--- src/rtl/scs_pkg.sv ---
// Constants, register map and field layout of the serial port block.
// Assumes a 32-bit APB slave on a 12-bit byte address, one clock.
package scs_pkg;

  // ----------------------------------------------------------------
  // Bus and data widths
  // ----------------------------------------------------------------
  localparam int unsigned ADDR_W = 12;
  localparam int unsigned DATA_W = 32;
  localparam int unsigned BYTE_W = 8;
  localparam int unsigned RATE_W = 2;
  localparam logic [2:0]  BIT_LAST = 3'h7;

  // ----------------------------------------------------------------
  // Register byte addresses
  // ----------------------------------------------------------------
  localparam logic [ADDR_W-1:0] CFG_ONE_ADDR = 12'h0e8;
  localparam logic [ADDR_W-1:0] CTRL_ADDR    = 12'h0ec;
  localparam logic [ADDR_W-1:0] TX_ADDR      = 12'h0f0;
  localparam logic [ADDR_W-1:0] RX_ADDR      = 12'h0f4;
  localparam logic [ADDR_W-1:0] STAT_ADDR    = 12'h0f8;
  localparam logic [ADDR_W-1:0] MASK_ADDR    = 12'h0fc;

  // ----------------------------------------------------------------
  // Field positions and reset values
  // ----------------------------------------------------------------
  localparam int unsigned CFG_SRC_BIT   = 5;
  localparam int unsigned CFG_AUTO_BIT  = 4;
  localparam int unsigned CFG_SSEN_BIT  = 3;
  localparam int unsigned CFG_OFW_BIT   = 2;
  localparam int unsigned CFG_RATE_LSB  = 0;
  localparam logic [7:0]  CFG_RESET     = 8'h10;
  localparam logic [7:0]  CFG_WMASK     = 8'h3f;
  localparam int unsigned CTRL_W        = 3;
  localparam int unsigned CTRL_EN_BIT   = 0;
  localparam int unsigned CTRL_MS_BIT   = 1;
  localparam int unsigned CTRL_CONT_BIT = 2;
  localparam int unsigned IRQ_W         = 3;
  localparam int unsigned IRQ_SPI       = 0;
  localparam int unsigned IRQ_OVF       = 1;
  localparam int unsigned IRQ_DONE      = 2;
  localparam int unsigned STAT_RXF_BIT  = 8;
  localparam int unsigned STAT_TXV_BIT  = 9;
  localparam int unsigned STAT_BUSY_BIT = 10;

  // ----------------------------------------------------------------
  // Clock dividers of the rate field
  // ----------------------------------------------------------------
  localparam logic [6:0] DIV_RATE0 = 7'h08;
  localparam logic [6:0] DIV_RATE1 = 7'h10;
  localparam logic [6:0] DIV_RATE2 = 7'h20;
  localparam logic [6:0] DIV_RATE3 = 7'h40;

  // Half of the divider, in core cycles
  function automatic logic [5:0] scs_half(input logic [RATE_W-1:0] r);
    logic [6:0] div;
    case (r)
      2'h0:    div = DIV_RATE0;
      2'h1:    div = DIV_RATE1;
      2'h2:    div = DIV_RATE2;
      default: div = DIV_RATE3;
    endcase
    return div[6:1];
  endfunction

  function automatic logic scs_hit(input logic [ADDR_W-1:0] a);
    return (a == CFG_ONE_ADDR) || (a == CTRL_ADDR) || (a == TX_ADDR) ||
           (a == RX_ADDR) || (a == STAT_ADDR) || (a == MASK_ADDR);
  endfunction

endpackage

--- src/rtl/scs_sync.sv ---
// Two-flop synchroniser for the pin inputs.
// Assumes the inputs change freely relative to pclk.
`timescale 1ns/10ps
module scs_sync #(
  parameter int unsigned W = 4
) (
  input  wire logic         pclk,
  input  wire logic         presetn,
  input  wire logic [W-1:0] d,
  output logic      [W-1:0] q
);

  typedef struct packed {
    logic [W-1:0] s1;
    logic [W-1:0] s2;
  } scs_sync_st_t;

  scs_sync_st_t st_q;
  scs_sync_st_t st_d;

  always_comb begin
    st_d    = st_q;
    st_d.s1 = d;
    st_d.s2 = st_q.s1;
  end

  always_ff @(posedge pclk or negedge presetn) begin
    if (!presetn) begin
      st_q <= '0;
    end else begin
      st_q <= st_d;
    end
  end

  assign q = st_q.s2;

endmodule

--- src/rtl/scs_sclk_div.sv ---
// Half-period tick generator for the master serial clock.
// Assumes run and rate come from logic on pclk.
`timescale 1ns/10ps
module scs_sclk_div
  import scs_pkg::*;
(
  input  wire logic              pclk,
  input  wire logic              presetn,
  input  wire logic              run,
  input  wire logic [RATE_W-1:0] rate,
  output logic                   tick
);

  typedef struct packed {
    logic [5:0] cnt;
    logic       tick;
  } scs_div_st_t;

  scs_div_st_t st_q;
  scs_div_st_t st_d;
  logic        wrap;

  assign wrap = (st_q.cnt == (scs_half(rate) - 6'h01));

  always_comb begin
    st_d      = st_q;
    st_d.tick = run && wrap;
    if (!run || wrap) begin
      st_d.cnt = 6'h00;
    end else begin
      st_d.cnt = st_q.cnt + 6'h01;
    end
  end

  always_ff @(posedge pclk or negedge presetn) begin
    if (!presetn) begin
      st_q <= '0;
    end else begin
      st_q <= st_d;
    end
  end

  assign tick = st_q.tick;

endmodule

--- src/rtl/scs_port.sv ---
// Serial port with APB registers: configuration, transfer engine, interrupt.
// Assumes APB3 master on pclk; pins are asynchronous to pclk.
`timescale 1ns/10ps
module scs_port
  import scs_pkg::*;
(
  input  wire logic              pclk,
  input  wire logic              presetn,
  input  wire logic              psel,
  input  wire logic              penable,
  input  wire logic              pwrite,
  input  wire logic [ADDR_W-1:0] paddr,
  input  wire logic [DATA_W-1:0] pwdata,
  output logic      [DATA_W-1:0] prdata,
  output logic                   pready,
  output logic                   pslverr,
  output logic                   irq,
  input  wire logic              sclk_i,
  output logic                   sclk_o,
  output logic                   sclk_oe,
  input  wire logic              mosi_i,
  output logic                   mosi_o,
  output logic                   mosi_oe,
  input  wire logic              miso_i,
  output logic                   miso_o,
  output logic                   miso_oe,
  input  wire logic              ss_n_i,
  output logic                   ss_n_o,
  output logic                   ss_n_oe
);

  // ----------------------------------------------------------------
  // State
  // ----------------------------------------------------------------
  typedef enum logic {ST_IDLE, ST_SHIFT} scs_mst_t;

  typedef struct packed {
    logic [7:0]        cfg;
    logic [CTRL_W-1:0] ctrl;
    logic [7:0]        tx_hold;
    logic              tx_valid;
    logic [7:0]        rx_data;
    logic              rx_full;
    logic [IRQ_W-1:0]  irq_st;
    logic [IRQ_W-1:0]  irq_mask;
    scs_mst_t          mst;
    logic [2:0]        bit_cnt;
    logic [7:0]        tx_shift;
    logic [7:0]        rx_shift;
    logic              s_loaded;
    logic              sclk_prev;
    logic              sclk_o;
    logic              sclk_oe;
    logic              mosi_o;
    logic              mosi_oe;
    logic              miso_o;
    logic              miso_oe;
    logic              ss_n_o;
    logic              ss_n_oe;
    logic              pready;
    logic              pslverr;
    logic [DATA_W-1:0] prdata;
    logic              irq;
  } scs_state_t;

  scs_state_t q;
  scs_state_t d;

  logic [3:0]        pin_s;
  logic              sclk_s;
  logic              mosi_s;
  logic              miso_s;
  logic              ss_n_s;
  logic              tick;
  logic              acc;
  logic              wr_en;
  logic              rd_en;
  logic              wr_cfg;
  logic              wr_ctrl;
  logic              wr_tx;
  logic              wr_stat;
  logic              wr_mask;
  logic              rd_rx;
  logic              en;
  logic              role;
  logic              cont;
  logic              src;
  logic              auto_ss;
  logic              ss_en;
  logic              ofw;
  logic [RATE_W-1:0] rate;
  logic              run;
  logic              s_sel;
  logic              s_rise;
  logic              s_fall;
  logic              byte_done;
  logic              tx_load;
  logic              rx_store;
  logic [7:0]        rx_byte;
  logic [IRQ_W-1:0]  ev;
  logic [IRQ_W-1:0]  w1c;
  logic [DATA_W-1:0] stat_word;
  logic [DATA_W-1:0] rd_word;

  // ----------------------------------------------------------------
  // Pin synchronisers and clock divider
  // ----------------------------------------------------------------
  scs_sync #(
    .W (4)
  ) u_sync (
    .pclk    (pclk),
    .presetn (presetn),
    .d       ({sclk_i, mosi_i, miso_i, ss_n_i}),
    .q       (pin_s)
  );

  assign {sclk_s, mosi_s, miso_s, ss_n_s} = pin_s;

  scs_sclk_div u_div (
    .pclk    (pclk),
    .presetn (presetn),
    .run     (run),
    .rate    (rate),
    .tick    (tick)
  );

  // ----------------------------------------------------------------
  // Decode
  // ----------------------------------------------------------------
  function automatic logic acc_to(input logic a_en, input logic [ADDR_W-1:0] a,
                                  input logic [ADDR_W-1:0] target);
    return a_en && (a == target);
  endfunction

  assign acc     = psel && penable && q.pready;
  assign wr_en   = acc && pwrite;
  assign rd_en   = acc && !pwrite;
  assign wr_cfg  = acc_to(wr_en, paddr, CFG_ONE_ADDR);
  assign wr_ctrl = acc_to(wr_en, paddr, CTRL_ADDR);
  assign wr_tx   = acc_to(wr_en, paddr, TX_ADDR);
  assign wr_stat = acc_to(wr_en, paddr, STAT_ADDR);
  assign wr_mask = acc_to(wr_en, paddr, MASK_ADDR);
  assign rd_rx   = acc_to(rd_en, paddr, RX_ADDR);

  assign en      = q.ctrl[CTRL_EN_BIT];
  assign role    = q.ctrl[CTRL_MS_BIT];
  assign cont    = q.ctrl[CTRL_CONT_BIT];
  assign src     = q.cfg[CFG_SRC_BIT];
  assign auto_ss = q.cfg[CFG_AUTO_BIT];
  assign ss_en   = q.cfg[CFG_SSEN_BIT];
  assign ofw     = q.cfg[CFG_OFW_BIT];
  assign rate    = q.cfg[CFG_RATE_LSB +: RATE_W];

  assign run    = en && role && (q.mst == ST_SHIFT);
  assign s_sel  = en && !role && (!ss_en || !ss_n_s);
  assign s_rise = sclk_s && !q.sclk_prev;
  assign s_fall = !sclk_s && q.sclk_prev;

  // ----------------------------------------------------------------
  // Next state
  // ----------------------------------------------------------------
  always_comb begin
    d         = q;
    byte_done = 1'b0;
    tx_load   = 1'b0;
    rx_byte   = q.rx_shift;
    // Master engine, mode 0: sample on rise, shift on fall
    if (!(en && role)) begin
      d.mst    = ST_IDLE;
      d.sclk_o = 1'b0;
    end else if (run && tick) begin
      if (!q.sclk_o) begin
        d.sclk_o   = 1'b1;
        d.rx_shift = {q.rx_shift[BYTE_W-2:0], miso_s};
      end else begin
        d.sclk_o = 1'b0;
        if (q.bit_cnt == BIT_LAST) begin
          byte_done = 1'b1;
          if (cont && q.tx_valid) begin
            tx_load    = 1'b1;
            d.tx_shift = q.tx_hold;
            d.bit_cnt  = 3'h0;
          end else begin
            d.mst = ST_IDLE;
          end
        end else begin
          d.tx_shift = {q.tx_shift[BYTE_W-2:0], 1'b0};
          d.bit_cnt  = q.bit_cnt + 3'h1;
        end
      end
    end else if (q.mst == ST_IDLE && q.tx_valid) begin
      tx_load    = 1'b1;
      d.tx_shift = q.tx_hold;
      d.bit_cnt  = 3'h0;
      d.mst      = ST_SHIFT;
    end
    // Slave engine
    if (!role) begin
      if (!s_sel) begin
        d.bit_cnt  = 3'h0;
        d.s_loaded = 1'b0;
      end else begin
        if (!q.s_loaded && q.bit_cnt == 3'h0 && !s_rise) begin
          tx_load    = q.tx_valid;
          d.tx_shift = q.tx_valid ? q.tx_hold : 8'h00;
          d.s_loaded = 1'b1;
        end
        if (s_rise) begin
          d.rx_shift = {q.rx_shift[BYTE_W-2:0], mosi_s};
          if (q.bit_cnt == BIT_LAST) begin
            byte_done  = 1'b1;
            rx_byte    = {q.rx_shift[BYTE_W-2:0], mosi_s};
            d.bit_cnt  = 3'h0;
            d.s_loaded = 1'b0;
          end else begin
            d.bit_cnt = q.bit_cnt + 3'h1;
          end
        end else if (s_fall && q.bit_cnt != 3'h0) begin
          d.tx_shift = {q.tx_shift[BYTE_W-2:0], 1'b0};
        end
      end
    end
    d.sclk_prev = sclk_s;
    rx_store = byte_done && (!q.rx_full || ofw);
    if (rx_store) begin
      d.rx_data = rx_byte;
    end
    d.rx_full  = (q.rx_full && !rd_rx) || rx_store;
    d.tx_valid = (q.tx_valid && !tx_load) || wr_tx;
    if (wr_tx) begin
      d.tx_hold = pwdata[BYTE_W-1:0];
    end
    if (wr_cfg) begin
      d.cfg = pwdata[7:0] & CFG_WMASK;
    end
    if (wr_ctrl) begin
      d.ctrl = pwdata[CTRL_W-1:0];
    end
    if (wr_mask) begin
      d.irq_mask = pwdata[IRQ_W-1:0];
    end
    ev           = '0;
    ev[IRQ_SPI]  = src ? tx_load : rx_store;
    ev[IRQ_OVF]  = byte_done && q.rx_full;
    ev[IRQ_DONE] = byte_done;
    w1c          = wr_stat ? pwdata[IRQ_W-1:0] : '0;
    d.irq_st     = (q.irq_st & ~w1c) | ev;
    d.irq        = |(d.irq_st & d.irq_mask);
    d.ss_n_o  = role ? (auto_ss ? (d.mst != ST_SHIFT) : 1'b0) : 1'b1;
    d.ss_n_oe = role;
    d.sclk_oe = role;
    d.mosi_oe = role && en;
    d.mosi_o  = d.tx_shift[BYTE_W-1];
    d.miso_oe = s_sel;
    d.miso_o  = d.tx_shift[BYTE_W-1];
    // APB: no wait state, data latched in setup
    stat_word                = '0;
    stat_word[IRQ_W-1:0]     = q.irq_st;
    stat_word[STAT_RXF_BIT]  = q.rx_full;
    stat_word[STAT_TXV_BIT]  = q.tx_valid;
    stat_word[STAT_BUSY_BIT] = (q.mst == ST_SHIFT);
    case (paddr)
      CFG_ONE_ADDR: rd_word = {24'h000000, q.cfg & CFG_WMASK};
      CTRL_ADDR:    rd_word = {29'h00000000, q.ctrl};
      TX_ADDR:      rd_word = {24'h000000, q.tx_hold};
      RX_ADDR:      rd_word = {24'h000000, q.rx_data};
      STAT_ADDR:    rd_word = stat_word;
      MASK_ADDR:    rd_word = {29'h00000000, q.irq_mask};
      default:      rd_word = '0;
    endcase
    d.pready  = psel && !penable;
    d.pslverr = psel && !penable && !scs_hit(paddr);
    if (psel && !penable) begin
      d.prdata = rd_word;
    end
  end

  always_ff @(posedge pclk or negedge presetn) begin
    if (!presetn) begin
      q        <= '0;
      q.cfg    <= CFG_RESET;
      q.ss_n_o <= 1'b1;
    end else begin
      q <= d;
    end
  end

  assign prdata  = q.prdata;
  assign pready  = q.pready;
  assign pslverr = q.pslverr;
  assign irq     = q.irq;
  assign sclk_o  = q.sclk_o;
  assign sclk_oe = q.sclk_oe;
  assign mosi_o  = q.mosi_o;
  assign mosi_oe = q.mosi_oe;
  assign miso_o  = q.miso_o;
  assign miso_oe = q.miso_oe;
  assign ss_n_o  = q.ss_n_o;
  assign ss_n_oe = q.ss_n_oe;
endmodule

--- config.mk ---
export PLATFORM = sky130hd
export DESIGN_NAME = scs_port
export DESIGN_NICKNAME = d
export VERILOG_FILES = /design/src/rtl/scs_pkg.sv /design/src/rtl/scs_sync.sv /design/src/rtl/scs_sclk_div.sv /design/src/rtl/scs_port.sv
export SDC_FILE = /design/constraint.sdc
export NUM_CORES = 1
export LEC_CHECK = 0
export ABC_AREA = 1
export BUFFER_PORTS_ARGS = -buffer_cell sky130_fd_sc_hd__clkbuf_2
export CAP_MARGIN = 20
export CORE_AREA = 4 4 113 115
export CTS_CLUSTER_SIZE = 25
export DETAILED_ROUTE_END_ITERATION = 12
export DIE_AREA = 0 0 117 119
export PLACE_DENSITY = 0.68
export SLEW_MARGIN = 0
export SYNTH_ARGS = -nofsm -noshare
export SYNTH_HDL_FRONTEND = slang
export SYNTH_SLANG_ARGS = --single-unit
--- constraint.sdc ---
create_clock -name pclk -period 2.4 [get_ports pclk]
set_clock_uncertainty 0.2 [all_clocks]
set_input_delay 0.12 -clock pclk [delete_from_list [all_inputs] [get_ports pclk]]
set_output_delay 0.12 -clock pclk [all_outputs]
set_load 0.01 [all_outputs]
# Word level (Yosys, flattened, before mapping)
# Index checks and enable logic that the tools add are counted.
# totals
reg_bits,111
latch_bits,0
mem_bits_rw,0
romBits,0
inputBits,53
output_inout_bits,43
word_cells,161
mem_count,0
# op_classes
add_sub_neg,3
multipliers,0
n_div,0
n_lt_le_gt_ge,0
n_eq_ne,11
shifts,0
mux,56
bitwise_logic,6
reduce_logical,57
# op_table
op,n
$mux W8,10
$eq A12 B8 Y1 const B,6
$pmux W11 S6,1
$mux W12,3
$logic_and A1 B1 Y1,29
$mux W1,29
$mux W11,2
$pmux W7 S3,1
$mux W20,1
$mux W19,1
$mux W16,1
$mux W3,5
$logic_not A1 Y1,14
$logic_or A1 B1 Y1,10
$mux W9,1
$add A6 B1 Y6 const B,1
$and A3 B3 Y3,2
$eq A6 B6 Y1,1
$mux W6,1
$sub A6 B1 Y6 const B,1
$add A3 B1 Y3 const B,1
$eq A3 B3 Y1 const B,1
$logic_not A3 Y1,1
$not A3 Y3,1
other kinds (8),9

# Depth between registers and ports, before layout
# Gate-level depths: netlist of the first run.
# depth
depth_word,14
mapped_depth,12
depth_no_buf,12

# By module
# A second synthesis of the first run with hierarchy kept.
# unflattened
hier_cells,609
area_unflattened_um2,4820.9
# by_module_without_submodules
module,instances,cells_per_inst,area_per_inst_um2,seq_area_each_um2
scs_port,1,552,4226.6,1854.3
scs_sclk_div,1,49,394.1,175.2
scs_sync,1,8,200.2,200.2

# Worst setup path after synthesis of the first run
# No wires, ideal clock.
# synth_path
path_type,register to register
from,register q[61] in the netlist's numbering
to,register q (netlist bit irq)
setup_ns,0.124
arrival_time_ns,1.497
required_time_ns,2.076
path_slack_ns,0.580
stages_incl_launch_ff,13
path_buffers,0
synth_period_minus_slack_ns,1.820
cell_sequence,dfrtp_1 ha_1 ha_1 nand2_1 inv_1 nand2_1 nor2_1 nor2_1 nand2_1 nand2_1 nand3_2 nand2_1 nand3_1
# synth_rtl
element,line,rtl
from (decl),scs_port.sv:66,scs_state_t q;

==> metrics.yaml, run 1 <==
synthFlopType: "dfrtp_1"
io_buffers: 50
ys_types: 39
async_flop_share: 1.00
drive_gt1_frac: 0.177
p_per_area_nw_per_um2: 548
syn_avg_cell_area_sq_um: 8.16
layout_min_cycle_time_ns: 2.12
dr.pass1.iters: 8
critPathMostFrequentCell: "nand2_1"
layout.nets: 687
grt_max_degree: 39
drv_cap: 0
dr_total_vias: 3862
die-height_um: 119
grt_pass1_vias: 3691
max_freq_mhz: 472
critical_path_class: "reg -> reg"
fin_tns_setup_ns: 0
ys_warn_count: 0
cts_max_path_buffers: 2
crit_path_cell_trace: "ha_1 > ha_1 > nand2_1 > inv_1 > nand2_1 > nor2_1 > nor2_1 > nand2_1 > nand2_1 > nand3_2 > nand2_1 > nand3_1"
slew_viol_final: 0
clkLatencyLatePin_ns: 0.33
cts_tree: "built"
drt_iter0_drc: 236
cts-root-buf: "clkbuf_16"
netlist_instances: 567
setup_slack_ns: 0.280
cts_resized: 0
startpoint_type: "flip-flop"
via_per_inst: 4.94
post_drt_wl_per_cell_um: 13.6
die_w_um: 117
design.die.area_sq_um: 13900
period_share: 0.883
clkTransAtPathRegs_ns: 0.06
worstHoldPathType: "in -> async"
outcome: "finished clean"
cts.sinks: 89
dp_slack_ns: 0.299
postCtsHoldBufs: 17
postCtsSetupRepairBufs: 0
coreArea_sq_um: 11800
ys_seq_area_frac: 0.482
ir_drop_uv: 291
num_antenna_cells: 0
synth-edff-count: 0
end_kind: "flip-flop"
hpwl_um: 8020
setup_viol: 0
rsz0062_at_grt: "false"
rows: 40
fin_cells: 781
ant_nets: 0
htreeDepth: 3
drc: 0
synth_seq_cells: 89
critPathSlowestCell: "dfrtp_1"
total_leakage_power_nw: 2.72
syn_area_sq_um: 4630
fin_util: 0.450
area_growth_pct: 14.9
hold_viol_final: 0
fillCellCount: 1157
slowest_delay_ns: 0.38
seq_area_sq_um: 2230
grt_pass1_wl_um: 17800
arrival_ns: 2.14
antenna_found_initial: 0
overflow: 0
initial_core_util: 0.392
dp_cells: 749
io_pins: 96
grt_util_all_layers: 0.160
gp_congestion: 0.910
cts_made_buffers: 9
cp.required_ns: 2.42
drt_wl_total_um: 10600
multi_input_area_sq_um: 1880
critPathMaxFanout: 5
-- routing by layer --
layer  share of wire  wire length, um  GRT usage
met5               0                0          0
met4           0.023              240     0.0588
met3           0.064              680     0.0361
met2            0.46             4850      0.240
met1            0.46             4830      0.224
-- cell type report --
cell class,count,share of cell area
Sequential cell,89,0.419
Multi-Input combinational cell,382,0.354
Timing Repair Buffer,75,0.0908
Inverter,73,0.0520
Clock buffer,11,0.0456
Tap cell,147,0.0346
Clock inverter,4,0.00376
-- registers in the layout (all words and copies together) (netlist names), 4 cells and up --
| register | count |
|---|---|
| u_div.st_q | 6 |
| u_sync.st_d | 4 |
| u_sync.q | 4 |
| q | 49 |
| prdata | 11 |
-- cells in the mapped netlist, types with 3 or more instances --
library cell,instances,share of area
nor2_1,22,0.018
buf_4,36,0.058
nand4_1,8,0.011
nor2_2,7,0.0095
inv_1,69,0.056
a21oi_1,3,0.0032
o21ai_1,8,0.0086
nand3_1,37,0.040
inv_2,3,0.0024
o211ai_1,8,0.013
o21ai_0,44,0.048
dfrtp_1,87,0.47
nor3_1,7,0.0076
ha_1,4,0.011
nand2_2,8,0.011
nand2_1,168,0.14
o22ai_1,5,0.0068
buf_2,4,0.0043
o21ai_2,6,0.011
nand3_2,4,0.0086
o31ai_1,3,0.0049
-- per-stage QoR --
step | total power [mW] | instance area, sq um | hold slack, ns
floorplan | 1.61 | 4700 | -0.376
global placement | 1.66 | 4880 | -0.0865
detailed placement | 1.66 | 4880 | -0.0807
CTS | 2.94 | 5320 | 0.0798
global route | 3.03 | 5320 | 0.131
finish | 2.91 | 5320 | 0.0807
-- worst paths after layout --
kind / startpoint / endpoint / slack [ns] / cells past startpoint
max: q[61] / irq / 0.28 / 12
min in group pclk: psel / q[70] / 0.08 / 6
max in group asynchronous: presetn / auto_ss / 1.19 / 3
max reg2reg: q[61] / irq / 0.28 / 12
min reg2reg: u_sync.st_d[1] / u_sync.q[1] / 0.15 / 0
min: presetn / q[50] / 0.08 / 2
-- layout by cell type (no fill, tap or decap), drive strengths merged --
| master | n |
|---|---|
| nand2 | 176 |
| nand4 | 9 |
| nor3b | 1 |
| clkinv | 4 |
| a21oi | 3 |
| nand3 | 41 |
| xor2 | 2 |
| inv | 73 |
| nor2 | 31 |
| o211ai | 8 |
| a211oi | 1 |
| or2 | 1 |
| dfrtp | 87 |
| mux2 | 2 |
| o31ai | 3 |
| xnor2 | 2 |
| o22ai | 5 |
| conb | 21 |
| buf | 9 |
| nor3 | 10 |
| ha | 4 |
| o221ai | 1 |
| a32oi | 2 |
| clkbuf | 60 |
| dlygate4sd3 | 17 |
| dfstp | 2 |
| a22o | 1 |
| o21ai | 58 |
-- logic make-up (layout without fill, tap and decap cells) --
logic type | count (synthesis) | count (layout) | synth area share
other cells | 1 | 21 | 0.000810
flops | 89 | 89 | 0.482
fa+ha+maj | 4 | 4 | 0.0108
compound gates | 82 | 82 | 0.105
xor+xnor | 4 | 4 | 0.00757
simple gates | 269 | 269 | 0.262
mux | 2 | 2 | 0.00486
buf+inv | 116 | 163 | 0.128
-- worst max-delay path: cells and delay by family, from the launching register on --
family / cells / cell delay, ns
adder cells (fa/ha/maj): 2 / 0.45
AND/OR/NAND/NOR: 9 / 0.94
buffers and inverters: 1 / 0.06
flip-flops: 1 / 0.38
-- where the power goes --
part	internal, mW	switching [mW]	total [mW]
Sequential	1.51	0.00344	1.51
Clock	0.717	0.545	1.26
Combinational	0.0469	0.0910	0.138
Total	2.27	0.640	2.91
No activity file was read; power rests on OpenSTA's default activity.
==> run 2: changes to the inputs <==
--- a/config.mk
+++ b/config.mk
@@ -5,14 +5,13 @@
 export SDC_FILE = /design/constraint.sdc
 export NUM_CORES = 1
 export LEC_CHECK = 0
-export ABC_AREA = 1
 export BUFFER_PORTS_ARGS = -buffer_cell sky130_fd_sc_hd__clkbuf_2
 export CAP_MARGIN = 20
-export CORE_AREA = 4 4 113 115
+export CORE_AREA = 4 4 112 114
 export CTS_CLUSTER_SIZE = 25
 export DETAILED_ROUTE_END_ITERATION = 12
-export DIE_AREA = 0 0 117 119
-export PLACE_DENSITY = 0.68
+export DIE_AREA = 0 0 116 118
+export PLACE_DENSITY = 0.67
 export SLEW_MARGIN = 0
 export SYNTH_ARGS = -nofsm -noshare
 export SYNTH_HDL_FRONTEND = slang
==> metrics.yaml, run 2 <==
io_buffers: 50
layout_common_cells: "dfrtp_1 (87), clkbuf_2 (49), nor2_1 (36), nand2_1 (31), a21oi_1 (29)"
worst_slew_pin_slew_ns: 0.599
ys_warn_count: 0
synthTopCellsByArea: "dfrtp_1 (48%), buf_4 (5.8%), mux2_2 (5.7%)"
rows: 39
synthFlopType: "dfrtp_1"
internal-power_mw: 2.28
io_pins: 96
top_register: "q"
startpoint_type: "flip-flop"
p_sw_frac: 0.235
max_freq_mhz: 455
drt_iter0_drc: 251
largest_reg_flops: 49
grt_max_degree: 48
cts_made_buffers: 9
ir_drop_uv: 341
grt_pass1_vias: 3360
grt_util_all_layers: 0.152
drive_gt1_frac: 0.245
final_area_sq_um: 5250
slowest_delay_ns: 0.66
cpLargestDelayFamily: "simple AND/OR/NAND/NOR gates"
critPathSlowestCell: "or3_2"
slew_headroom: 0.600
layout_min_cycle_time_ns: 2.20
cts-root-buf: "clkbuf_16"
dr_total_vias: 3433
synth_common_cells: "dfrtp_1 (87), nor2_1 (36), buf_4 (35), nand2_1 (31), a21oi_1 (29)"
grt_pass1_wl_um: 16500
drc: 0
die-height_um: 118
critical_path_class: "reg -> reg"
die_w_um: 116
dp_cells: 610
end_kind: "flip-flop"
htreeDepth: 3
overflow: 0
final_common_cell: "dfrtp_1"
cts_max_path_buffers: 2
syn_avg_cell_area_sq_um: 10.4
hold_ws_ns: -0.000760
hpwl_um: 7510
cp.required_ns: 2.42
critPathMaxFanout: 8
crit_path_cell_trace: "ha_1 > ha_2 > inv_1 > or3_2 > mux2i_1 > a21oi_1"
post_drt_wl_per_cell_um: 15.7
outcome: "finished, violations left"
netlist_instances: 434
design.die.area_sq_um: 13700
synth.most_common_cell: "dfrtp_1"
via_per_inst: 5.32
area_growth_pct: 16.3
setup_viol: 0
cts_tree: "built"
antenna_found_initial: 0
rsz0062_at_grt: "false"
drt_wl_total_um: 10100
initial_core_util: 0.395
gp_congestion: 0.904
p_per_area_nw_per_um2: 569
async_flop_share: 1.00
num_antenna_cells: 0
p_clk_frac: 0.441
slew_viol_final: 0
syn_area_sq_um: 4510
drv_cap: 0
dr.pass1.iters: 6
fin_cells: 645
clkLatencyLatePin_ns: 0.33
cp_num_buf_inv: 1
post_dp_cell_area_sq_um: 4770
clkTransAtPathRegs_ns: 0.07
synth_seq_cells: 89
p_sw_uw: 702
synth_top_area_share: 0.483
arrival_ns: 2.22
total_leakage_power_nw: 2.49
ant_nets: 0
synth-edff-count: 0
comb_power_share: 0.051
worstHoldPathType: "in -> reg"
coreArea_sq_um: 11400
period_share: 0.915
hold_viol_final: 1
layout.nets: 554
cts.sinks: 89
ys_seq_area_frac: 0.494
ys_types: 63
synth.largest_area_cell: "dfrtp_1"
violations: "hold timing"
power_frac_seq: 0.509
fin_tns_setup_ns: 0
==> run 2: changes by cell type in the layout (fill, tap and decap cells not counted), sizes merged, moves of 7 or more <==
cell	delta
mux2	+21
a22oi	+11
nor2	+7
a21oi	+26
nand2	-144
inv	-54
mux2i	+17
o21ai	-32
nand3	-26
==> run 2: final cells by class <==
type | count | area (sq um)
Inverter | 15 | 56.3
Multi-Input combinational cell | 302 | 1950
Sequential cell | 89 | 2230
Clock buffer | 9 | 225
Timing Repair Buffer | 80 | 551
Fill cell | 1093 | 6170
Clock inverter | 7 | 52.6
Tap cell | 143 | 179
==> run 2: worst paths after layout <==
path	start	end	slack (ns)	cells after the start
max	q[61]	q[72]	0.20	6
min reg2reg	u_sync.st_d[0]	u_sync.q[0]	0.15	0
min in group asynchronous	presetn	u_sync.st_d[2]	0.13	2
min	paddr[8]	prdata[6]	-0.0008	4
max in group asynchronous	presetn	ss_n_o	1.17	3
max reg2reg	q[61]	q[72]	0.20	6
==> run 2: what timing repair did <==
| action | 4_1_cts | 5_1_grt |
|---|---|---|
| hold buffers | 19 | 0 |
| endpoints found under the setup margin | 0 | 12 |
| setup buffers | 0 | 0 |
| resized for setup | 0 | 3 |
| endpoints found under the hold margin | 77 | 0 |
==> run 2: through the flow <==
stage,util,power [mW],worst slack (ns),hold WS [ns]
floorplan,-,1.63,0.330,-0.376
global placement,0.418,1.67,0.166,-0.0353
detailed placement,0.418,1.68,0.125,-0.0277
CTS,0.459,3.02,0.0938,0.00326
global route,0.459,3.10,0.0615,0.00355
finish,0.459,2.99,0.203,-0.000760
==> run 2: worst min-delay path, cell delays in order <==
cell and delay (ns):
clkbuf_2 0.10, nor4_4 0.06, nand4_1 0.12, o31ai_1 0.09
==> run 2: power by group through the flow <==
stage	Combinational (mW)	Sequential (mW)	Clock [mW]
6_report	0.152	1.52	1.32
5_1_grt	0.171	1.52	1.41
4_1_cts	0.154	1.52	1.35
3_5_place_dp	0.130	1.55	0
3_3_place_gp	0.128	1.55	0
2_1_floorplan	0.0801	1.55	0
==> run 2: layer usage <==
metal | wire length [um] | global-route usage | up-vias
li1 | - | - | 1634
met1 | 4500 | 0.202 | 1680
met2 | 4800 | 0.242 | 107
met3 | 631 | 0.0365 | 12
met4 | 180 | 0.0500 | 0
met5 | 0 | 0 | -
==> run 2: cell families (layout without fill, tap and decap cells) <==
group	Yosys count	in the layout	synth area share
AND/OR/NAND/NOR	129	129	0.147
AO/OA/AOI/OAI	102	102	0.149
flip-flops	89	89	0.494
buffers and inverters	63	111	0.0910
multiplexers	40	40	0.0951
XOR/XNOR	6	6	0.0116
adder cells (fa/ha/maj)	4	4	0.0111
other	1	21	0.000831
==> run 3: changes to the inputs <==
--- a/config.mk
+++ b/config.mk
@@ -11,6 +11,7 @@
 export CTS_CLUSTER_SIZE = 25
 export DETAILED_ROUTE_END_ITERATION = 12
 export DIE_AREA = 0 0 116 118
+export HOLD_SLACK_MARGIN = 0.08
 export PLACE_DENSITY = 0.67
 export SLEW_MARGIN = 0
 export SYNTH_ARGS = -nofsm -noshare
==> metrics.yaml, run 3 (synthesized netlist as in run 2, its figures left out) <==
outcome: "finished clean"
dr_total_vias: 3453
drv_cap: 0
crit_start: "paddr[8]"
cts_max_path_buffers: 2
gp_congestion: 0.904
cp.required_ns: 2.42
p_per_area_nw_per_um2: 563
drt_wl_total_um: 10200
coreArea_sq_um: 11400
io_buffers: 50
hold_ws_ns: 0.0947
grt_pass1_vias: 3398
dr.pass1.iters: 7
drive_gt1_frac: 0.242
clkLatencyLatePin_ns: 0.33
max_freq_mhz: 439
drt_iter0_drc: 260
ant_nets: 0
period_share: 0.950
postCtsSetupRepairBufs: 0
area_growth_pct: 17.8
die-height_um: 118
num_antenna_cells: 0
io_pins: 96
die_w_um: 116
end_kind: "flip-flop"
design.die.area_sq_um: 13700
worst_slew_pin_slew_ns: 0.600
startpoint_type: "input port"
total_leakage_power_nw: 2.52
drc: 0
arrival_ns: 2.30
layout_common_cells: "dfrtp_1 (87), clkbuf_2 (49), nor2_1 (36), nand2_1 (31), a21oi_1 (29)"
fillCellCount: 1085
cts.sinks: 89
antenna_found_initial: 0
dp_slack_ns: 0.125
critical_path_class: "in -> reg"
setup_slack_ns: 0.120
cts_tree: "built"
hold_start: "paddr[11]"
initial_core_util: 0.395
final_area_sq_um: 5320
rows: 39
layout_min_cycle_time_ns: 2.28
grt_max_degree: 48
critPathMaxFanout: 6
post_dp_cell_area_sq_um: 4770
r2r-start: "q[61]"
seq_area_sq_um: 2230
worstHoldPathType: "in -> reg"
slew_viol_final: 0
grt_pass1_wl_um: 16600
ir_drop_uv: 339
slew_headroom: 0.600
hpwl_um: 7510
setup_viol: 0
final_common_cell: "dfrtp_1"
top_register: "q"
multi_input_area_sq_um: 1950
post_drt_wl_per_cell_um: 15.6
fin_tns_setup_ns: 0
cts-root-buf: "clkbuf_16"
layout.nets: 561
largest_reg_flops: 49
cts_made_buffers: 9
overflow: 0
htreeDepth: 3
hold_viol_final: 0
rsz0062_at_grt: "false"
clkTransAtPathRegs_ns: 0.07
grt_util_all_layers: 0.153
via_per_inst: 5.30
-- run 3: worst paths after layout --
| check | end | slack, ns | cells after the start |
|---|---|---|---|
| worst min-delay path | prdata[5] | 0.09 | 5 |
| worst max-delay path | irq | 0.12 | 7 |
| worst max register to register | irq | 0.20 | 7 |
| worst min register to register | u_sync.q[0] | 0.15 | 0 |
| min in group asynchronous | u_sync.st_d[2] | 0.13 | 2 |
| max in group asynchronous | ss_n_o | 1.17 | 3 |
-- run 3: area by class of cell --
cell class | instances | area share
flip-flops and latches | 89 | 0.419
multi-input cells | 302 | 0.367
repair buffers | 87 | 0.117
clock buffers | 9 | 0.0424
well taps | 143 | 0.0337
inverters | 15 | 0.0106
clock inverters | 7 | 0.00988
-- run 3: repair_timing --
action,in CTS,in global routing
hold buffers,26,0
gates resized for setup,0,3
endpoints found under the hold margin,126,0
endpoints found under the setup margin,0,12
-- run 3: where the power goes --
| group | switching, mW | leakage [nW] | total (mW) | internal (mW) |
|---|---|---|---|---|
| clock network | 0.600 | 0.142 | 1.31 | 0.714 |
| registers | 0.00707 | 1.20 | 1.52 | 1.51 |
| logic | 0.0948 | 1.18 | 0.159 | 0.0642 |
-- run 3: metal layers --
layer,up-vias,share of wire,global-route usage
met5,-,0,0
met2,98,0.48,0.245
met3,12,0.054,0.0365
met4,0,0.018,0.0500
li1,1653,-,-
met1,1690,0.45,0.202
-- run 3: stage by stage --
stage	total power [mW]	cells	utilization
floorplan	1.63	454	-
CTS	3.03	652	0.465
detailed placement	1.68	610	0.418
finish	2.99	652	0.466
global route	3.11	652	0.466
global placement	1.67	610	0.418
-- run 3: critical path, stage by stage --
cell	delay, ns
dlygate4sd3_1	0.53
clkbuf_2	0.12
nor4_4	0.37
nand3_2	0.17
nor3_1	0.29
mux2_2	0.39
a221o_1	0.31
